<file path="src/verilog/hb_map_pkg.sv">
// constants, encodings and register map of the half-bridge state and input map
// assumes a single 20 MHz clock shared by every module that imports it
package hb_map_pkg;
	localparam int NUM_BRIDGES = 8;
	localparam int NUM_INPUTS = 4;
	localparam int FIELDS_PER_REG = 4;
	localparam int FIELD_W = 2;
	localparam int REG_W = 8;
	localparam int ADDR_W = 8;

	localparam logic [ADDR_W-1:0] ADDR_BRIDGE_STATE_UPPER = 8'h0a;
	localparam logic [ADDR_W-1:0] ADDR_SOURCE_MAP_LOWER = 8'h0b;
	localparam logic [ADDR_W-1:0] ADDR_SOURCE_MAP_UPPER = 8'h0c;
	localparam logic [ADDR_W-1:0] ADDR_DRIVE_SIDE_SELECT = 8'h0d;
	localparam logic [ADDR_W-1:0] ADDR_FREEWHEEL_SELECT = 8'h0e;

	localparam logic [REG_W-1:0] RESET_BRIDGE_STATE_UPPER = 8'h00;
	localparam logic [REG_W-1:0] RESET_SOURCE_MAP_LOWER = 8'h05;
	localparam logic [REG_W-1:0] RESET_SOURCE_MAP_UPPER = 8'haf;
	localparam logic [REG_W-1:0] RESET_DRIVE_SIDE_SELECT = 8'h00;
	localparam logic [REG_W-1:0] RESET_FREEWHEEL_SELECT = 8'h00;
	localparam logic [REG_W-1:0] READ_UNMAPPED = 8'h00;

	typedef enum logic [1:0] {
		TRISTATE_OFF = 2'b00,
		SINK_ON_STATE = 2'b01,
		SOURCE_ON_STATE = 2'b10,
		PULSE_MODE = 2'b11
	} bridge_mode_t;

	localparam logic SIDE_LOW = 1'b1;
	localparam logic FREEWHEEL_PASSIVE = 1'b1;

	localparam int CLK_PERIOD_NS = 50;
	localparam int DEAD_TIME_NS = 200;
	localparam int DEAD_CYCLES_RAW = (DEAD_TIME_NS + CLK_PERIOD_NS - 1) / CLK_PERIOD_NS;
	localparam int DEAD_CYCLES = (DEAD_CYCLES_RAW < 1) ? 1 : DEAD_CYCLES_RAW;
	localparam int DEAD_CNT_W = 4;
	localparam logic [DEAD_CNT_W-1:0] DEAD_COUNT = DEAD_CYCLES[DEAD_CNT_W-1:0];
	localparam logic [DEAD_CNT_W-1:0] DEAD_ZERO = 4'h0;
	localparam logic [DEAD_CNT_W-1:0] DEAD_ONE = 4'h1;
endpackage

</file>
<file path="src/verilog/gate_cmd_if.sv">
// requested gate levels per bridge, from the mapping logic to the dead-time stage
// assumes both ends run on the same clock
`timescale 1ns/1ns
interface gate_cmd_if #(parameter int BRIDGES = 8);
	logic [BRIDGES-1:0] wantUpper;
	logic [BRIDGES-1:0] wantLower;
	modport source (output wantUpper, output wantLower);
	modport sink (input wantUpper, input wantLower);
endinterface

</file>
<file path="src/verilog/pulse_sync.sv">
// two-stage synchroniser for the external pulse inputs
// assumes inputs are asynchronous to clk
`timescale 1ns/1ns
module pulse_sync #(
	parameter int WIDTH = 4
) (
	input wire logic clk,
	input wire logic rst,
	input wire logic [WIDTH-1:0] asyncIn,
	output logic [WIDTH-1:0] syncOut
);
	typedef struct packed {
		logic [WIDTH-1:0] stage1;
		logic [WIDTH-1:0] stage2;
	} sync_state_t;

	sync_state_t s;
	sync_state_t next_s;

	always_comb begin
		next_s = s;
		next_s.stage1 = asyncIn;
		next_s.stage2 = s.stage1;
	end

	always_ff @(posedge clk or posedge rst) begin
		if (rst) begin
			s <= '0;
		end else begin
			s <= next_s;
		end
	end

	assign syncOut = s.stage2;
endmodule

</file>
<file path="src/verilog/gate_dead_time.sv">
// gate output stage: registers requested levels and inserts dead time
// assumes requests never ask for both gates of one bridge at once
`timescale 1ns/1ns
module gate_dead_time
	import hb_map_pkg::*;
#(
	parameter int BRIDGES = 8
) (
	input wire logic clk,
	input wire logic rst,
	gate_cmd_if.sink cmd,
	output logic [BRIDGES-1:0] upperGate,
	output logic [BRIDGES-1:0] lowerGate
);
	typedef struct packed {
		logic [BRIDGES-1:0] upper;
		logic [BRIDGES-1:0] lower;
		logic [BRIDGES-1:0][DEAD_CNT_W-1:0] dead;
	} dead_state_t;

	dead_state_t s;
	dead_state_t next_s;

	always_comb begin
		next_s = s;
		for (int i = 0; i < BRIDGES; i++) begin
			if ((s.upper[i] && !cmd.wantUpper[i]) || (s.lower[i] && !cmd.wantLower[i])) begin
				// release first, then wait before any gate turns on
				next_s.upper[i] = s.upper[i] & cmd.wantUpper[i];
				next_s.lower[i] = s.lower[i] & cmd.wantLower[i];
				next_s.dead[i] = DEAD_COUNT;
			end else if (s.dead[i] != DEAD_ZERO) begin
				next_s.dead[i] = s.dead[i] - DEAD_ONE;
			end else begin
				next_s.upper[i] = cmd.wantUpper[i];
				next_s.lower[i] = cmd.wantLower[i];
			end
		end
	end

	always_ff @(posedge clk or posedge rst) begin
		if (rst) begin
			s <= '0;
		end else begin
			s <= next_s;
		end
	end

	assign upperGate = s.upper;
	assign lowerGate = s.lower;
endmodule

</file>
<file path="src/verilog/half_bridge_map.sv">
// register bank and pulse routing for eight half-bridge gate drivers
// assumes a register port on clk and asynchronous pulse inputs
`timescale 1ns/1ns

module half_bridge_map
	import hb_map_pkg::*;
(
	input wire logic clk,
	input wire logic rst,
	input wire logic [hb_map_pkg::ADDR_W-1:0] regAddr,
	input wire logic regWrite,
	input wire logic regRead,
	input wire logic [hb_map_pkg::REG_W-1:0] regWriteData,
	output logic [hb_map_pkg::REG_W-1:0] regReadData,
	input wire logic [hb_map_pkg::REG_W-1:0] lowerBridgeState,
	input wire logic pulseInputA,
	input wire logic pulseInputB,
	input wire logic pulseInputC,
	input wire logic pulseInputD,
	output logic [hb_map_pkg::NUM_BRIDGES-1:0] upperGate,
	output logic [hb_map_pkg::NUM_BRIDGES-1:0] lowerGate
);
	import hb_map_pkg::*;

	typedef struct packed {
		logic [REG_W-1:0] bridgeStateUpper;
		logic [REG_W-1:0] inputSourceMapLower;
		logic [REG_W-1:0] inputSourceMapUpper;
		logic [REG_W-1:0] driveSideSelect;
		logic [REG_W-1:0] freewheelSelect;
		logic [REG_W-1:0] readData;
	} map_state_t;

	map_state_t s;
	map_state_t next_s;
	logic [NUM_INPUTS-1:0] pulseSync;
	logic [NUM_BRIDGES-1:0] bridgeWantUpper;
	logic [NUM_BRIDGES-1:0] bridgeWantLower;

	gate_cmd_if #(.BRIDGES(NUM_BRIDGES)) gateCmd ();

	// field of bridge idx within a four-field register, first bridge at the top
	function automatic logic [FIELD_W-1:0] fieldOf(input logic [REG_W-1:0] value, input int idx);
		logic [FIELD_W-1:0] result;
		result = value[(REG_W - 1 - FIELD_W * idx) -: FIELD_W];
		return result;
	endfunction

	// per-bridge flag, bridge one at bit 7
	function automatic logic bitOf(input logic [REG_W-1:0] value, input int idx);
		logic result;
		result = value[REG_W - 1 - idx];
		return result;
	endfunction

	pulse_sync #(.WIDTH(NUM_INPUTS)) inputSync (
		.clk(clk),
		.rst(rst),
		.asyncIn({pulseInputD, pulseInputC, pulseInputB, pulseInputA}),
		.syncOut(pulseSync)
	);

	// register port and readback
	always_comb begin
		next_s = s;
		if (regWrite) begin
			unique case (regAddr)
				ADDR_BRIDGE_STATE_UPPER: next_s.bridgeStateUpper = regWriteData;
				ADDR_SOURCE_MAP_LOWER: next_s.inputSourceMapLower = regWriteData;
				ADDR_SOURCE_MAP_UPPER: next_s.inputSourceMapUpper = regWriteData;
				ADDR_DRIVE_SIDE_SELECT: next_s.driveSideSelect = regWriteData;
				ADDR_FREEWHEEL_SELECT: next_s.freewheelSelect = regWriteData;
				default: next_s.bridgeStateUpper = s.bridgeStateUpper;
			endcase
		end
		if (regRead) begin
			unique case (regAddr)
				ADDR_BRIDGE_STATE_UPPER: next_s.readData = s.bridgeStateUpper;
				ADDR_SOURCE_MAP_LOWER: next_s.readData = s.inputSourceMapLower;
				ADDR_SOURCE_MAP_UPPER: next_s.readData = s.inputSourceMapUpper;
				ADDR_DRIVE_SIDE_SELECT: next_s.readData = s.driveSideSelect;
				ADDR_FREEWHEEL_SELECT: next_s.readData = s.freewheelSelect;
				default: next_s.readData = READ_UNMAPPED;
			endcase
		end
	end

	// gate requests per bridge, straight from the live registers and, for bridges one to four, the lowerBridgeState input
	always_comb begin
		logic [FIELD_W-1:0] mode;
		logic [FIELD_W-1:0] source;
		logic pulse;
		logic sideLow;
		logic passive;
		mode = '0;
		source = '0;
		pulse = 1'b0;
		sideLow = 1'b0;
		passive = 1'b0;
		bridgeWantUpper = '0;
		bridgeWantLower = '0;
		for (int i = 0; i < NUM_BRIDGES; i++) begin
			if (i < FIELDS_PER_REG) begin
				mode = fieldOf(lowerBridgeState, i);
				source = fieldOf(s.inputSourceMapLower, i);
			end else begin
				mode = fieldOf(s.bridgeStateUpper, i - FIELDS_PER_REG);
				source = fieldOf(s.inputSourceMapUpper, i - FIELDS_PER_REG);
			end
			pulse = pulseSync[source];
			sideLow = bitOf(s.driveSideSelect, i) == SIDE_LOW;
			passive = bitOf(s.freewheelSelect, i) == FREEWHEEL_PASSIVE;
			unique case (bridge_mode_t'(mode))
				TRISTATE_OFF: begin
					bridgeWantUpper[i] = 1'b0;
					bridgeWantLower[i] = 1'b0;
				end
				SINK_ON_STATE: begin
					bridgeWantUpper[i] = 1'b0;
					bridgeWantLower[i] = 1'b1;
				end
				SOURCE_ON_STATE: begin
					bridgeWantUpper[i] = 1'b1;
					bridgeWantLower[i] = 1'b0;
				end
				PULSE_MODE: begin
					if (sideLow) begin
						bridgeWantLower[i] = pulse;
						bridgeWantUpper[i] = !passive && !pulse;
					end else begin
						bridgeWantUpper[i] = pulse;
						bridgeWantLower[i] = !passive && !pulse;
					end
				end
			endcase
		end
	end

	assign gateCmd.wantUpper = bridgeWantUpper;
	assign gateCmd.wantLower = bridgeWantLower;

	gate_dead_time #(.BRIDGES(NUM_BRIDGES)) gateStage (
		.clk(clk),
		.rst(rst),
		.cmd(gateCmd.sink),
		.upperGate(upperGate),
		.lowerGate(lowerGate)
	);

	always_ff @(posedge clk or posedge rst) begin
		if (rst) begin
			s.bridgeStateUpper <= RESET_BRIDGE_STATE_UPPER;
			s.inputSourceMapLower <= RESET_SOURCE_MAP_LOWER;
			s.inputSourceMapUpper <= RESET_SOURCE_MAP_UPPER;
			s.driveSideSelect <= RESET_DRIVE_SIDE_SELECT;
			s.freewheelSelect <= RESET_FREEWHEEL_SELECT;
			s.readData <= READ_UNMAPPED;
		end else begin
			s <= next_s;
		end
	end

	assign regReadData = s.readData;
endmodule

</file>
<file path="config.mk">
export PLATFORM = sky130hd
export DESIGN_NAME = half_bridge_map
export DESIGN_NICKNAME = d
export VERILOG_FILES = /design/src/verilog/hb_map_pkg.sv /design/src/verilog/gate_cmd_if.sv /design/src/verilog/pulse_sync.sv /design/src/verilog/gate_dead_time.sv /design/src/verilog/half_bridge_map.sv
export SDC_FILE = /design/constraint.sdc
export NUM_CORES = 1
export LEC_CHECK = 0
export ABC_AREA = 1
export BUFFER_PORTS_ARGS = -buffer_cell sky130_fd_sc_hd__buf_4
export CAP_MARGIN = 20
export CORE_ASPECT_RATIO = 1.5
export CORE_MARGIN = 2
export CORE_UTILIZATION = 35
export DETAILED_ROUTE_END_ITERATION = 8
export SYNTH_ARGS = -nofsm -noshare
export SYNTH_HDL_FRONTEND = slang
export SYNTH_SLANG_ARGS = --single-unit
</file>
<file path="constraint.sdc">
create_clock -name clk -period 6.8 [get_ports clk]
set_input_delay 0.34 -clock clk [delete_from_list [all_inputs] [get_ports clk]]
set_output_delay 0.34 -clock clk [all_outputs]
set_load 0.02 [all_outputs]
</file>
==> metrics.csv <==
stage,metric,value,unit
pwr,p_per_area,311,mW/mm2
sta,finalHoldViolCount,0,
pwr,max-vdd-ir-drop,0.000164,V
yosys,netlist_instances,734,
detailed_routing,drt_iter0_markers,244,
place,dp_cells,962,
sta,timing.fmax,607,MHz
clocking,cts_resized,0,
detailed_routing,drc_errors,0,
clocking,clock_path_buffers,2,
pwr,seqPwrFrac,42.5,%
layout,final_layout_size_suffix_gt1_share,14.5,%
sta,fin_skew,0.00761,ns
sta,slew_violations,0,
clocking,htreeDepth,3,
yosys,syn_area_per_cell,7.76,um2
yosys,ys_ff_latch,104,
clocking,postCtsSetupBuffers,0,
yosys,syn_nets,774,
place,routabilityCongestion,0.879,
yosys,yosysSeqAreaShare,45.9,%
die,die_width,108,um
sta,rsz0062_at_grt,no,
layout,stdcell_count,978,
pwr,switching_share,34.6,%
die,row_count,57,
sta,finalCritPeriodShare,24.2,%
die,core,0.0160,mm2
global_routing,grt_usage,16.1,%
clocking,clock_sinks,104,
clocking,cts_tree,yes,
clocking,cts_hold_buf,0,
sta,setup_tns,0,ns
run,max_cap_violations,0,
worst_setup_path,crit_fanout,7,
detailed_routing,vias,4789,
worst_setup_path,end_kind,flip-flop,
place,portBuffers,55,
sta,finalSetupViolCount,0,
yosys,synth.distinct_cells,32,
sta,worstMarginPinSlew,0.762,ns
clocking,clk_latency,0.35,ns
layout,fin_nets,807,
die,ios,56,
pwr,combinationalPowerShare,32.6,%
worst_setup_path,cp.arrival,1.89,ns
yosys,syn-cell-area,0.00569,mm2
sta,fin_crit,1.65,ns
die,dieArea,0.0173,mm2
clocking,clk_pin_slew_worst_paths,0.07,ns
yosys,yosysTopAreaCell,dfrtp_1,
global_routing,antenna_found_initial,0,
detailed_routing,routedWlPerCell,13.6,um
pwr,p_int,1.31,mW
detailed_routing,ant_nets,0,
place,hpwl,9.84,mm
pwr,pwr-share-clk,24.9,%
global_routing,grt_pass1_vias,4478,
pwr,p_sw,0.690,mW
place,dp_slack,5.04,ns
sta,maxSlewHeadroom,49.2,%
status,status,completed,
sta,fin_ws,5.15,ns
yosys,synth_warnings,0,
pwr,leakage,3.14,nW
worst_setup_path,critical_path_class,reg2reg,
die,start_util,35.5,%
layout,diodes,0,
yosys,ys_top_cells_by_area,"dfrtp_1 (42%), nand2_1 (12%), inv_1 (6.7%), nand3_1 (5.9%), nor2_1 (4.0%)",
worst_hold_path,hp-class,in2reg,
global_routing,grt_max_degree,61,
detailed_routing,drt-total-wl,13.3,mm
clocking,cts_inserted_buffers,9,
die,die_y,160,um
detailed_routing,vias_per_cell,4.90,
global_routing,gr-total-overflow,0,
worst_setup_path,critical_path_required,7.04,ns
worst_setup_path,crit_path_start_kind,flip-flop,
global_routing,grt_pass1_wl,22.1,mm
detailed_routing,dr.pass1.iters,5,
layout,areaGrowthSynthToFinish,12.7,%
yosys,yosysTopAreaCellShare,42.2,%
clocking,cts-root-buf,clkbuf_16,
Yosys cell counts:
| library cell | number |
|---|---|
| nand2_1 | 179 |
| inv_1 | 101 |
| dfrtp_1 | 96 |
| nand3_1 | 67 |
| nor2_1 | 60 |
| o21ai_1 | 40 |
| nand4_1 | 33 |
| a21oi_1 | 28 |
| buf_4 | 24 |
| or2_2 | 13 |
| o21ai_0 | 9 |
| xnor2_1 | 9 |
| dfstp_2 | 8 |
| ha_1 | 8 |
| o211ai_1 | 8 |
| o21ai_2 | 8 |
| buf_2 | 7 |
| xor2_1 | 7 |
| nor3_1 | 6 |
| o22ai_1 | 5 |
| a21boi_0 | 2 |
| buf_6 | 2 |
| inv_2 | 2 |
| nand2_2 | 2 |
| nand3_2 | 2 |
| nor3_2 | 2 |
| and2_1 | 1 |
| clkbuf_1 | 1 |
| nor2_4 | 1 |
| nor3_4 | 1 |
| o21a_1 | 1 |
| or2_1 | 1 |
per-stage QoR:
stage / hold WS [ns] / instance area [um2] / total power, mW / utilization [%]
2_1_floorplan: 0.331 / 5690 / 1.38 / -
3_3_place_gp: 0.335 / 6130 / 1.51 / 38.2
3_5_place_dp: 0.335 / 6130 / 1.52 / 38.2
4_1_cts: 0.0842 / 6410 / 2.02 / 40.0
5_1_grt: 0.0856 / 6410 / 2.17 / 40.0
6_report: 0.0984 / 6410 / 2.00 / 40.0
state kept, by name (all words and copies together) (netlist names):
name                 count
s                       40
gateStage.upperGate      8
gateStage.lowerGate      8
inputSync.syncOut        4
inputSync.next_s         4
regReadData              8
gateStage.s             32
cell type report:
type	instances	area, um2
fill	1670	9630
tap	206	258
sequential	104	2610
timing repair buffer	56	420
clock buffer	10	239
inverter	103	389
multi-input combinational	493	2450
clock inverter	6	42.5
cells by family (layout without fill, tap and decap cells):
group                    count (synthesis)  after routing  synth area share [%]
AND/OR/NAND/NOR                        368            368                  28.9
XOR/XNOR                                16             16                  2.46
flip-flops                             104            104                  45.9
AO/OA/AOI/OAI                          101            101                  10.0
adder cells (fa/ha/maj)                  8              8                  1.76
buffers and inverters                  137            175                  11.0
final timing paths:
| path | from | endpoint | slack (ns) | cells past startpoint |
|---|---|---|---|---|
| worst max-delay path | s[34] | gateStage.upperGate[2] | 5.15 | 9 |
| worst min-delay path | pulseInputD | inputSync.next_s[3] | 0.1 | 1 |
| worst max register to register | s[34] | gateStage.upperGate[2] | 5.15 | 9 |
| worst min register to register | inputSync.next_s[1] | inputSync.syncOut[1] | 0.35 | 0 |
| max in group asynchronous | rst | gateStage.s[23] | 5.59 | 3 |
| min in group asynchronous | rst | gateStage.upperGate[0] | 0.11 | 2 |
cell usage in the layout, fill, tap and decap left out, drive strengths merged:
master,n
clkbuf,10
o211ai,8
clkinvlp,2
nand4,33
dfstp,8
nand3,69
nand2,181
and2,1
or2,14
xor2,7
ha,8
o22ai,5
nor3,9
dfrtp,96
nor2,61
buf,56
a21oi,28
a21boi,2
o21a,1
clkinv,3
o21ai,57
inv,104
xnor2,9
worst max-delay path, cell delays in order, from the launching register on:
cell and delay [ns]:
dfstp_2 0.56, inv_1 0.08, nand2_1 0.06, nand3_1 0.11, nand3_1 0.14, nand2_1 0.10
nand2_1 0.06, nand3_1 0.20, a21oi_1 0.19, nor2_1 0.05
power by group through the flow:
| stage | sequential, mW | combinational (mW) | clock, mW |
|---|---|---|---|
| finish | 0.849 | 0.650 | 0.497 |
| global route | 0.867 | 0.766 | 0.537 |
| CTS | 0.849 | 0.661 | 0.513 |
| detailed placement | 0.859 | 0.658 | 0 |
| global placement | 0.859 | 0.647 | 0 |
| floorplan | 0.833 | 0.548 | 0 |
layer usage:
layer / global-route usage [%] / part of all wire (%) / vias up
met2: 25.8 / 49 / 117
met3: 2.53 / 4.8 / 26
li1: - / - / 2425
met4: 6.99 / 2.7 / 0
met5: 0 / 0 / -
met1: 21.5 / 44 / 2221
Note: power is estimated with default switching activity, not from simulation.
